$ cat src/shared/acd_pkg.sv
/*
  Constants and carrier types for the serial command decoder of a sensor ADC.
  Assumes one 100 MHz core clock and a synchronous active-high reset.
*/
// Notes on behaviour
// (RQ1) Reset opcode restores all configuration defaults
// (RQ2) Host waits 50 us plus 32 clocks
// (RQ3) 0000 100x is start or restart
// (RQ4) Single-shot idle start launches one conversion
// (RQ5) Single-shot busy start clears filter, restarts
// (RQ6) Continuous mode converts repeatedly after one start
// (RQ7) Continuous busy start clears filter, restarts sequence
// (RQ8) Reset, start, sleep, fetch take no operands
// (RQ9) Upper nibble 0001 is result fetch
// (RQ10) Upper nibble 0010 is configuration readback
// (RQ11) Upper nibble 0100 is configuration write
// (RQ12) Index selects register; count is bytes minus one
// (RQ13) Result is two's complement sixteen bits
// (RQ14) Readback ends after count plus one bytes
// (RQ15) Write registers update on final falling edge; here each byte lands as it completes
// (RQ16) Four 8-bit registers, zero after reset, kept
// (RQ17) No decoding during fetch or readback
// (RQ18) Unknown opcodes are ignored
package acd_pkg;
  localparam int ACD_NUM_REGS = 4;
  localparam logic [7:0] ACD_REG_RESET = 8'h00;
  localparam logic [6:0] ACD_OP_RESET = 7'h03;
  localparam logic [6:0] ACD_OP_START = 7'h04;
  localparam logic [6:0] ACD_OP_SLEEP = 7'h01;
  localparam logic [3:0] ACD_OP_FETCH = 4'h1;
  localparam logic [3:0] ACD_OP_READBACK = 4'h2;
  localparam logic [3:0] ACD_OP_WRITE = 4'h4;
  localparam int ACD_IDX_MSB = 3;
  localparam int ACD_IDX_LSB = 2;
  localparam int ACD_CNT_MSB = 1;
  localparam int ACD_CNT_LSB = 0;
  localparam int ACD_RESULT_BYTES = 2;
  localparam int ACD_CLK_MHZ = 100;
  localparam int ACD_RESET_WAIT_US = 50;
  localparam int ACD_RESET_WAIT_CONV_CLKS = 32;
  localparam int ACD_RESET_WAIT_CYCLES = ACD_RESET_WAIT_US * ACD_CLK_MHZ;

  typedef struct packed {
    logic valid;
    logic [7:0] data;
  } acd_byte_type;

  typedef struct packed {
    logic start;
    logic filter_clear;
  } acd_conv_type;
endpackage

$ cat src/rtl/acd_decoder.sv
/*
  Command decoder for the serial port of a sensor ADC.
  Assumes a byte deframer on core_clk presents each received byte as a one-cycle
  valid pulse, and takes each transmit byte on a one-cycle request pulse.
  The last byte of a write arrives at the final falling edge; the decoder finds it by its own count.
  Every input comes from logic on core_clk, so none of them is synchronised here.
  The conversion side reads conv_ctl and sleep_cmd and reports conv_busy and the
  latest two's complement result; continuous_mode is a level from that side.
  The host is expected to keep to the settling time after a reset command; the
  design only shows that window on reset_hold and keeps decoding meanwhile.
  The 32 conversion-clock part of that window is not counted here, as the
  conversion clock is not seen by this block.
  Bytes of a write land one by one, so a write cut short leaves the bytes that
  did arrive in place.
  A readback or a fetch must be drained completely before the next command,
  since bytes that arrive meanwhile are dropped without a trace.
  Unknown opcodes are dropped the same way.
*/
`timescale 1ns/1ps
module acd_decoder #(
  parameter int RESET_WAIT_CYCLES = acd_pkg::ACD_RESET_WAIT_CYCLES
) (
  // Clock and reset
  input wire logic core_clk,
  input wire logic sys_rst,
  // Received bytes
  input acd_pkg::acd_byte_type rx_byte,
  // Transmit byte request from the deframer
  input wire logic tx_req,
  output logic [7:0] tx_data,
  // Conversion side
  input wire logic continuous_mode,
  input wire logic conv_busy,
  input wire logic [15:0] conv_result,
  output acd_pkg::acd_conv_type conv_ctl,
  output logic sleep_cmd,
  // Configuration and status
  output logic [31:0] config_regs,
  output logic cmd_busy,
  output logic reset_hold
);
  import acd_pkg::*;

  typedef enum logic [1:0] {
    ACD_IDLE = 2'b00,
    ACD_FETCH = 2'b01,
    ACD_READBACK = 2'b10,
    ACD_WRITE = 2'b11
  } acd_state_type;

  acd_state_type state_q;
  logic [7:0] regs_q [ACD_NUM_REGS];
  logic [1:0] idx_q;
  logic [1:0] left_q;
  logic [0:0] fetch_left_q;
  logic [15:0] fetch_data_q;
  logic [31:0] hold_cnt_q;
  logic [7:0] b;
  logic idle_cmd;
  logic is_reset;
  logic is_start;
  logic is_sleep;
  logic is_fetch;
  logic is_read;
  logic is_write;
  logic run_q;
  // Pointer step of a readback or a write, and the per-register write strobes.
  logic step;
  logic [ACD_NUM_REGS-1:0] wr_en;

  assign b = rx_byte.data;
  assign idle_cmd = rx_byte.valid && state_q == ACD_IDLE; // RQ17
  assign cmd_busy = state_q != ACD_IDLE;
  assign reset_hold = hold_cnt_q != 32'h0;
  assign step = (state_q == ACD_READBACK && tx_req) ||
    (state_q == ACD_WRITE && rx_byte.valid);

  // Decode of a byte taken while idle. Only the exact patterns decode; any
  // other byte leaves every flag low, so state and registers stay unchanged.
  // The nibble-wide opcodes (fetch, readback, write) are tested first, as only their upper nibble decodes.
  always_comb begin
    is_reset = 1'b0;
    is_start = 1'b0;
    is_sleep = 1'b0;
    is_fetch = 1'b0;
    is_read = 1'b0;
    is_write = 1'b0;
    if (!idle_cmd) begin
      is_reset = 1'b0;
    end else if (b[7:4] == ACD_OP_FETCH) begin
      is_fetch = 1'b1; // RQ9
    end else if (b[7:4] == ACD_OP_READBACK) begin
      is_read = 1'b1; // RQ10
    end else if (b[7:4] == ACD_OP_WRITE) begin
      is_write = 1'b1; // RQ11
    end else if (b[7:1] == ACD_OP_RESET) begin
      is_reset = 1'b1; // RQ1 RQ8
    end else if (b[7:1] == ACD_OP_START) begin
      is_start = 1'b1; // RQ3 RQ8
    end else if (b[7:1] == ACD_OP_SLEEP) begin
      is_sleep = 1'b1; // RQ8
    end else begin
      is_reset = 1'b0; // RQ18
    end
  end

  // Configuration registers, one per entry. Each byte of a write lands as it
  // completes, the last one on the byte that carries the final falling edge.
  genvar gi;
  generate
    for (gi = 0; gi < ACD_NUM_REGS; gi++) begin : g_cfg
      assign wr_en[gi] = state_q == ACD_WRITE && rx_byte.valid && idx_q == 2'(gi); // RQ15
      always_ff @(posedge core_clk) begin
        if (sys_rst || is_reset) begin
          regs_q[gi] <= ACD_REG_RESET; // RQ1 RQ16
        end else if (wr_en[gi]) begin
          regs_q[gi] <= b;
        end
      end
      assign config_regs[gi*8 +: 8] = regs_q[gi];
    end
  endgenerate

  // Command state. Only the idle state looks at new opcodes, so bytes that
  // arrive during a fetch or a readback are dropped.
  always_ff @(posedge core_clk) begin
    if (sys_rst) begin
      state_q <= ACD_IDLE;
    end else begin
      case (state_q)
        ACD_IDLE: begin
          if (is_fetch) begin
            state_q <= ACD_FETCH;
          end else if (is_read) begin
            state_q <= ACD_READBACK;
          end else if (is_write) begin
            state_q <= ACD_WRITE;
          end
        end
        ACD_FETCH: begin
          if (tx_req) begin
            if (fetch_left_q == 1'b0) begin
              state_q <= ACD_IDLE; // RQ17
            end
          end
        end
        ACD_READBACK: begin
          if (tx_req) begin
            if (left_q == 2'b00) begin
              state_q <= ACD_IDLE; // RQ14
            end
          end
        end
        ACD_WRITE: begin
          if (rx_byte.valid) begin
            if (left_q == 2'b00) begin
              state_q <= ACD_IDLE;
            end
          end
        end
        default: begin
          state_q <= ACD_IDLE;
        end
      endcase
    end
  end

  // Result bytes still to be handed out during a fetch, held as count minus one.
  always_ff @(posedge core_clk) begin
    if (sys_rst) begin
      fetch_left_q <= 1'b0;
    end else if (is_fetch) begin
      fetch_left_q <= 1'(ACD_RESULT_BYTES - 1);
    end else if (state_q == ACD_FETCH && tx_req) begin
      fetch_left_q <= fetch_left_q - 1'b1;
    end
  end

  // Register pointer; it wraps past the last register.
  always_ff @(posedge core_clk) begin
    if (sys_rst) begin
      idx_q <= 2'b00;
    end else if (is_read || is_write) begin
      idx_q <= b[ACD_IDX_MSB:ACD_IDX_LSB]; // RQ12
    end else if (step) begin
      idx_q <= idx_q + 2'b01;
    end
  end

  // Bytes left in a readback or a write, held as count minus one.
  always_ff @(posedge core_clk) begin
    if (sys_rst) begin
      left_q <= 2'b00;
    end else if (is_read || is_write) begin
      left_q <= b[ACD_CNT_MSB:ACD_CNT_LSB]; // RQ12
    end else if (step) begin
      left_q <= left_q - 2'b01;
    end
  end

  // Result snapshot taken with the fetch opcode, so that both bytes belong
  // to one conversion even if the result moves during the transfer.
  always_ff @(posedge core_clk) begin
    if (sys_rst) begin
      fetch_data_q <= 16'h0000;
    end else if (is_fetch) begin
      fetch_data_q <= conv_result; // RQ13
    end
  end

  // Transmit data: result bytes MSB first, or register bytes. Each byte is
  // ready one clock before the deframer can ask for it.
  always_ff @(posedge core_clk) begin
    if (sys_rst) begin
      tx_data <= 8'h00;
    end else begin
      case (state_q)
        ACD_IDLE: begin
          if (is_fetch) begin
            tx_data <= conv_result[15:8];
          end else if (is_read) begin
            tx_data <= regs_q[b[ACD_IDX_MSB:ACD_IDX_LSB]];
          end
        end
        ACD_FETCH: begin
          if (tx_req) begin
            tx_data <= fetch_data_q[7:0];
          end
        end
        ACD_READBACK: begin
          if (tx_req) begin
            tx_data <= regs_q[idx_q + 2'b01];
          end
        end
        default: begin
          tx_data <= tx_data;
        end
      endcase
    end
  end

  // Conversion control pulses. A start during a running conversion pulses filter_clear
  always_ff @(posedge core_clk) begin
    if (sys_rst || is_reset) begin
      conv_ctl <= '0;
    end else begin
      conv_ctl.start <= is_start; // RQ4 RQ6
      conv_ctl.filter_clear <= is_start && (conv_busy || (continuous_mode && run_q)); // RQ5 RQ7
    end
  end

  // Continuous sequence running; conv_busy may drop between conversions.
  always_ff @(posedge core_clk) begin
    if (sys_rst || is_reset) begin
      run_q <= 1'b0;
    end else if (is_start) begin
      run_q <= continuous_mode; // RQ6
    end
  end

  // Sleep level; held until a start or a reset. The registers are untouched.
  always_ff @(posedge core_clk) begin
    if (sys_rst || is_reset) begin
      sleep_cmd <= 1'b0;
    end else if (is_start) begin
      sleep_cmd <= 1'b0;
    end else if (is_sleep) begin
      sleep_cmd <= 1'b1;
    end
  end

  // Settling window after a reset command, shown for the host. A reset
  // command during the window starts it again from the full count.
  always_ff @(posedge core_clk) begin
    if (sys_rst) begin
      hold_cnt_q <= 32'h0;
    end else if (is_reset) begin
      hold_cnt_q <= 32'(RESET_WAIT_CYCLES); // RQ2
    end else if (hold_cnt_q != 32'h0) begin
      hold_cnt_q <= hold_cnt_q - 32'h1;
    end
  end
endmodule

$ cat config.mk
export PLATFORM = sky130hd
export DESIGN_NAME = acd_decoder
export DESIGN_NICKNAME = d
export VERILOG_FILES = /design/src/shared/acd_pkg.sv /design/src/rtl/acd_decoder.sv
export SDC_FILE = /design/constraint.sdc
export NUM_CORES = 1
export LEC_CHECK = 0
export ABC_AREA = 1
export BUFFER_PORTS_ARGS = -buffer_cell sky130_fd_sc_hd__buf_2
export CELL_PAD_IN_SITES_DETAIL_PLACEMENT = 1
export CELL_PAD_IN_SITES_GLOBAL_PLACEMENT = 1
export CORE_MARGIN = 5
export CORE_UTILIZATION = 40
export CTS_BUF_LIST = sky130_fd_sc_hd__clkbuf_16
export DETAILED_ROUTE_END_ITERATION = 10
export PLACE_DENSITY = 0.88
export RECOVER_POWER = 100
export SETUP_SLACK_MARGIN = 0.15
export SLEW_MARGIN = 30
export SYNTH_ARGS = -nofsm -noshare
export SYNTH_HDL_FRONTEND = slang
export SYNTH_SLANG_ARGS = --single-unit
$ cat constraint.sdc
create_clock -name core_clk -period 2.4 [get_ports core_clk]
set_input_delay 0.36 -clock core_clk [delete_from_list [all_inputs] [get_ports core_clk]]
set_output_delay 0.36 -clock core_clk [all_outputs]
set_load 0.01 [all_outputs]
Word-level counts from Yosys, hierarchy flattened
Memories as Yosys holds them, arrays and structs flattened.
Index checks and enable logic that the tools add are counted.
W data, S select, Z words.
{"block": "word_totals", "elab_cells": 133, "mem_count": 1, "mem_bits_rw": 32, "register_bits": 59, "output_inout_bits": 45}
{"block": "op_classes", "n_reduce_logical": 27, "n_bitwise": 4, "add_sub_neg": 4, "n_mux": 67, "n_eq_ne": 18}
{"memory": "regs_q", "words": 4, "width": 8, "rd": 6, "rd_clocked_by_memory_dff": 0, "write_ports": 4, "line": "acd_decoder.sv:52", "text": "logic [7:0] regs_q [ACD_NUM_REGS];"}
{"operator": "$mux W8", "n": 8}
{"operator": "$mux W1", "n": 43}
{"operator": "$reduce_bool A32 Y1", "n": 1}
{"operator": "$sub A32 B1 Y32 const B", "n": 1}
{"operator": "$mux W13", "n": 2}
{"operator": "$mux W2", "n": 12}
{"operator": "$pmux W8 S3", "n": 1}
{"operator": "$logic_and A1 B1 Y1", "n": 10}
{"operator": "$eq A2 B2 Y1 const B", "n": 4}
{"operator": "$ne A2 B2 Y1 const B", "n": 4}
{"operator": "$pmux W2 S4", "n": 1}
{"operator": "$reduce_bool A2 Y1", "n": 4}
{"operator": "$eq A7 B1 Y1 const B", "n": 1}
{"operator": "$eq A7 B2 Y1 const B", "n": 1}
{"operator": "$eq A7 B3 Y1 const B", "n": 1}
{"operator": "$logic_not A2 Y1", "n": 3}
{"operator": "$reduce_and A5 Y1", "n": 1}
{"operator": "$eq A2 B1 Y1 const B", "n": 2}
{"operator": "$eq A4 B1 Y1 const B", "n": 1}
{"operator": "$eq A4 B2 Y1 const B", "n": 1}
{"operator": "$eq A4 B3 Y1 const B", "n": 1}
{"operator": "$logic_or A1 B1 Y1", "n": 4}
{"operator": "$ne A4 B4 Y1 const B", "n": 1}
{"operator": "$or A1 B1 Y1", "n": 4}
{"operator": "7 further kinds", "n": 8}

Depth between registers and ports, before layout
{"block": "depth", "depth_word": 10, "mapped_depth": 13, "ltp_nobuf": 11}

Least setup slack after synthesis
Ideal clock, no wire load.
{"block": "synth_timing", "path_type": "reg-to-reg", "startpoint": "reg idx_q[0]", "endpoint": "reg tx_data[1]", "t_arrival_ns": 1.752, "n_path_buf": 3, "setup_ns": 0.109, "path_slack_ns": 0.539, "path_stages_with_launch": 14, "path_cell_list": "dfxtp_1 -> buf_2 -> inv_2 -> buf_2 -> ha_1 -> buf_2 -> inv_1 -> nand3_1 -> nand3_1 -> o21ai_0 -> nand2_1 -> nand3_1 -> nand2_1 -> inv_1"}
{"block": "synth_between", "elab_chain_cells": 4}
{"element": "start, declared", "line": "acd_decoder.sv:53", "text": "logic [1:0] idx_q;"}
{"element": "start signal, assigned", "line": "acd_decoder.sv:184", "text": "idx_q <= b[ACD_IDX_MSB:ACD_IDX_LSB];"}
{"element": "start signal, assigned", "line": "acd_decoder.sv:186", "text": "idx_q <= idx_q + 2'b01;"}
{"element": "$add A2 B1 Y2", "line": "acd_decoder.sv:232", "text": "tx_data <= regs_q[idx_q + 2'b01];"}
{"element": "$mem_v2 Z4 W8"}
{"element": "$mux W8", "line": "acd_decoder.sv:231", "text": "if (tx_req) begin"}
{"element": "$pmux W8 S3", "line": "acd_decoder.sv:217", "text": "case (state_q)"}
{"element": "end signal, assigned", "line": "acd_decoder.sv:220", "text": "tx_data <= conv_result[15:8];"}
{"element": "end signal, assigned", "line": "acd_decoder.sv:232"}
{"element": "end signal, assigned", "line": "acd_decoder.sv:236", "text": "tx_data <= tx_data;"}
{"element": "end, declared", "line": "acd_decoder.sv:30", "text": "output logic [7:0] tx_data,"}
Every way passes these cells. The select of a mux whose other input is x is not followed.
A chain may end at the register's enable or synchronous reset.

Worst setup path in the final report
{"block": "layout_timing", "startpoint": "reg hold_cnt_q[0]", "endpoint": "out reset_hold"}
{"block": "layout_between", "elab_chain_cells": 1}
{"element": "start, declared", "line": "acd_decoder.sv:57", "text": "logic [31:0] hold_cnt_q;"}
{"element": "start signal, assigned", "line": "acd_decoder.sv:278", "text": "hold_cnt_q <= 32'(RESET_WAIT_CYCLES);"}
{"element": "start signal, assigned", "line": "acd_decoder.sv:280", "text": "hold_cnt_q <= hold_cnt_q - 32'h1;"}
{"element": "$reduce_bool A32 Y1", "line": "acd_decoder.sv:74", "text": "assign reset_hold = hold_cnt_q != 32'h0;"}
{"element": "end, declared", "line": "acd_decoder.sv:40", "text": "output logic reset_hold"}
Every way passes these cells.

==> impl.org <==
** Timing
- Period utilisation layout :: 0.907
- The hold violation count in the final report came to 0.
- Once routing completed, OpenROAD measured the worst setup slack at 0.224 ns.
- Setup violations remaining at the end of the flow were counted as 0.
- Timing would allow up to 460 MHz.
- RSZ-0062 raised after global routing :: no
- For the finished layout, the period the worst path requires is 2.18 ns.
- Worst clock skew on the final layout :: 0.00518 ns
- Total Neg Setup Slack :: 0 ns
- Rel. slew slack :: 0.528
- Final max-slew violation count :: 0
- Actual transition at the worst max-transition pin :: 0.707 ns

** Routing
- After detailed routing, the number of vias per cell comes to 5.12.
- Wire segments on met3 add up to 940 um in the final route.
- Via count of the routed design :: 5204
- The detailed router used layers up to and including met4.
- Wires add up to 17300 um.
- Metal1 wirelength :: 7710 um
- Dividing the detail-routed wire length by the instance count gives 17.0 um.
- Remaining routing DRC violations :: 0
- The routed design uses 8150 um of met2 wire.
- In this run, the number of DRC markers left after iteration 0 of detailed routing was 389.
- The pre-antenna-repair detailed-routing pass consisted of 4 iterations.
- Number of routed nets with antenna violations :: 0

** Hold path
- In this run the most critical hold path is launched from continuous_mode.
- Along the worst hold path, the cell count comes to 3.
- Worst min-delay path endpoint :: run_q$_SDFFE_PP0P_
- In this run the worst hold path is classified as in2reg.

** Clock network
- The number of setup buffers added after CTS is 0.
- CTS saw 91 sinks.
- Hold-fix buffers at CTS :: 0
- Clock transition time at the flip-flop clock pins of the worst setup and hold paths :: 0.07 ns
- Clock tree synthesis selected as its root buffer the cell clkbuf_16.
- TritonCTS built the clock tree.
- CTS built an H-tree with a depth of 3.
- No sink is reached through more buffers than the 2 on the longest clock path.
- TritonCTS Buffers :: 9
- Clock latency on the worst-skew pair, taken at its later pin, is 0.35 ns.

** Cells and area
- Of the cells placed in the final design, the portion with a size suffix greater than 1 is 0.112.
- Storage cell area :: 2140 um^2
- After routing the design area is 6080 um^2.
- In the final design database the tool counted 876 nets.
- 0 antenna diodes ended up in the layout.
- Total area of multi-input combinational cells :: 2640 um^2
- Compared with the post-synthesis result, the final layout area differs by 14.5%.
- Number of fill cells :: 1775

** Synthesis
- Syn_area_per_cell :: 6.96 um^2
- The share of synthesized area in the top cell type comes to 0.222.
- Of the total synthesized cell area, the portion taken by AND, OR, NAND and NOR gates is 0.390.
- Summed instance area of the synthesized netlist :: 5310 um^2
- Of the total synthesized cell area, the portion taken by full adders, half adders and majority gates is 0.0259.
- Total of warnings raised by yosys :: 0
- Area contributors post-synth :: dfxtp_1 (22%), edfxtp_1 (18%), nand2_1 (16%)
- Netlist cell types :: 35
- The share of the Yosys chip area taken by registers is 0.403.
- By area, the combinational part of the netlist is dominated by simple AND/OR/NAND/NOR gates.
- Of all cell types, the one taking the most synthesized area is dfxtp_1.
- Counting flops and latches in the post-synthesis netlist gives 91.
- Post-Syn Instances :: 763
- Of the post-synthesis cell area, the part taken by muxes is 0.
- The synthesized-area fraction occupied by ao, oa, aoi and oai cells was 0.0584.
- Of the total synthesized cell area, the portion taken by XOR and XNOR cells is 0.0313.
- Syn Nets :: 804

** Global route
- Total GRT Usage :: 0.223
- The number of global-route vias before repair came to 5231.
- Antenna violations before repair :: 0
- Summed over all layers, the global routing overflow is 0.
- Entering global routing, the biggest net connects 28 pins.
- The first global-routing pass estimated 27600 um of wire.

** Critical path
- Critical path peak fanout :: 5
- The setup check on the worst reg-to-reg path leaves a slack of 0.26 ns.
- The endpoint identified for the worst register-to-register timing path is regs_q[2][6]$_SDFFCE_PN0P_.
- Worst endpoint required time :: 2.04 ns
- The critical path is of the reg2out type.
- The worst setup path is captured at an output port.
- The worst setup path is launched from a flip-flop.
- Data arrives at the worst endpoint at 1.82 ns.
- Depth of the worst register-to-register path :: 9
- In this run the critical register-to-register path is launched from state_q[0]$_SDFFE_PP0P_.

** Status
- The flow ran to the end, and the final reports show no timing, DRC or antenna violations.

** Pwr
- Leakage power figure :: 0.00280 uW
- Of the total power, registers draw 0.298.
- Of the total power, the clock network draws 0.230.
- Switching power :: 3190 uW
- Switching Fraction :: 0.444
- PwrDens :: 1180 nW/um^2
- Worst supply voltage drop on vdd :: 0.855 mV
- The internal portion of the total power is 3990 uW.
- Relative contribution of combinational cells to total power :: 0.472

** Place
- Number of buffers added on ports :: 74
- After detailed placement, the total cell area comes to 5840 um^2.
- The congestion estimate from routability-driven global placement came to 0.860.
- At the placement stage, the worst setup path has a slack of 0.403 ns.
- Detailed Place HPWL :: 13300 um

** Job
- The tool flagged a number of max-cap violations equal to 0.

** Die
- The floorplan step set the die width to 125 um.
- The core region is 13100 um^2.
- Row generation in the floorplan step produced 42 rows.
- Floorplan die area :: 15700 um^2
- The initial utilization of the core area, before any placement, comes to 0.404.
- Die Span Y :: 125 um
- During I/O placement, the number of pins put on the boundary was 75.
logic make-up after synthesis:
| family | after synthesis |
|---|---|
| buf+inv | 116 |
| fa+ha+maj | 11 |
| flops | 91 |
| simple gates | 467 |
| xor+xnor | 19 |
| compound gates | 59 |
metal layers:
layer	GRT usage	vias to the layer above
met2	0.372	145
li1	-	2541
met1	0.288	2484
met3	0.0358	34
met4	0.0918	0
met5	0	-
through the flow:
stage	util	total power [uW]	instances	hold slack [ns]
2_1_floorplan	-	4720	763	0.425
3_3_place_gp	0.445	5480	1000	0.438
3_5_place_dp	0.445	5580	1000	0.443
4_1_cts	0.471	7280	1016	0.201
5_1_grt	0.463	7770	1016	0.224
6_report	0.463	7180	1016	0.212
cell usage after synthesis (all sizes together):
library cell and count:
or2 2, o21ai 19, a21oi 34, a31oi 3
nor3 4, clkbuf 5, xnor2 14, nor2 140
edfxtp 32, nand2 228, nand3 86, xor2 5
a21o 1, clkinv 1, a211oi 2, ha 11
inv 94, nor4 1, nand4 6, buf 16
dfxtp 59
power groups by stage:
stage / registers, uW / logic (uW) / clock network (uW)
floorplan: 2110 / 2610 / 0
global placement: 2160 / 3320 / 0
detailed placement: 2160 / 3420 / 0
CTS: 2130 / 3470 / 1680
global route: 2170 / 3860 / 1740
finish: 2140 / 3390 / 1650
state kept, by name, indices dropped and copies added, names as in the netlist:
| register | cells |
|---|---|
| hold_cnt_q | 32 |
| regs_q | 32 |
| fetch_data_q | 8 |
| tx_data | 8 |
| conv_ctl | 2 |
| idx_q | 2 |
| left_q | 2 |
| state_q | 2 |
| fetch_left_q | 1 |
| run_q | 1 |
| sleep_cmd | 1 |
how the worst max path moves through the flow:
stage / start / cells past startpoint / to
2_1_floorplan: idx_q[0]$_SDFFE_PP0P_ / 13 / tx_data[1]$_SDFFE_PP0P_
3_3_place_gp: state_q[1]$_SDFFE_PP0P_ / 11 / tx_data[1]$_SDFFE_PP0P_
3_5_place_dp: state_q[0]$_SDFFE_PP0P_ / 8 / regs_q[0][6]$_SDFFCE_PN0P_
4_1_cts: hold_cnt_q[0]$_SDFFE_PP0P_ / 8 / reset_hold
5_1_grt: state_q[0]$_SDFFE_PP0P_ / 9 / regs_q[2][6]$_SDFFCE_PN0P_
6_report: hold_cnt_q[0]$_SDFFE_PP0P_ / 8 / reset_hold
what timing repair did:
item,4_1_cts,5_1_grt
hold endpoints to repair,0,0
setup endpoints to repair,0,1
gates resized for setup,0,2
worst max-delay path: stages (launching register included):
cell	delay, ns
dfxtp_1	0.31
inv_1	0.09
ha_1	0.27
nand2_2	0.16
nor2_8	0.16
nand2_4	0.06
nor2_4	0.17
nand2_2	0.09
buf_2	0.15
cells in the final DEF, fill, tap and decap left out, types with 4 or more instances in the layout:
cell       count
nor2_1       122
ha_1          11
a21oi_1       34
clkbuf_16      9
nor2_2        14
edfxtp_1      32
nand4_1        5
nand3_1       83
xnor2_1       14
xor2_1         5
nand2_2        5
inv_1         86
nor3_1         4
dfxtp_1       59
o21ai_0       18
nand2_1      221
inv_2          5
buf_2         30
clkbuf_1      44
buf_4          8
area by class of cell:
class,count,share of cell area
flip-flops and latches,91,0.352
inverters,95,0.0600
clock buffers,9,0.0370
repair buffers,82,0.0617
multi-input cells,556,0.434
well taps,176,0.0362
clock inverters,7,0.0191
No activity file was read; power rests on OpenSTA's default activity.
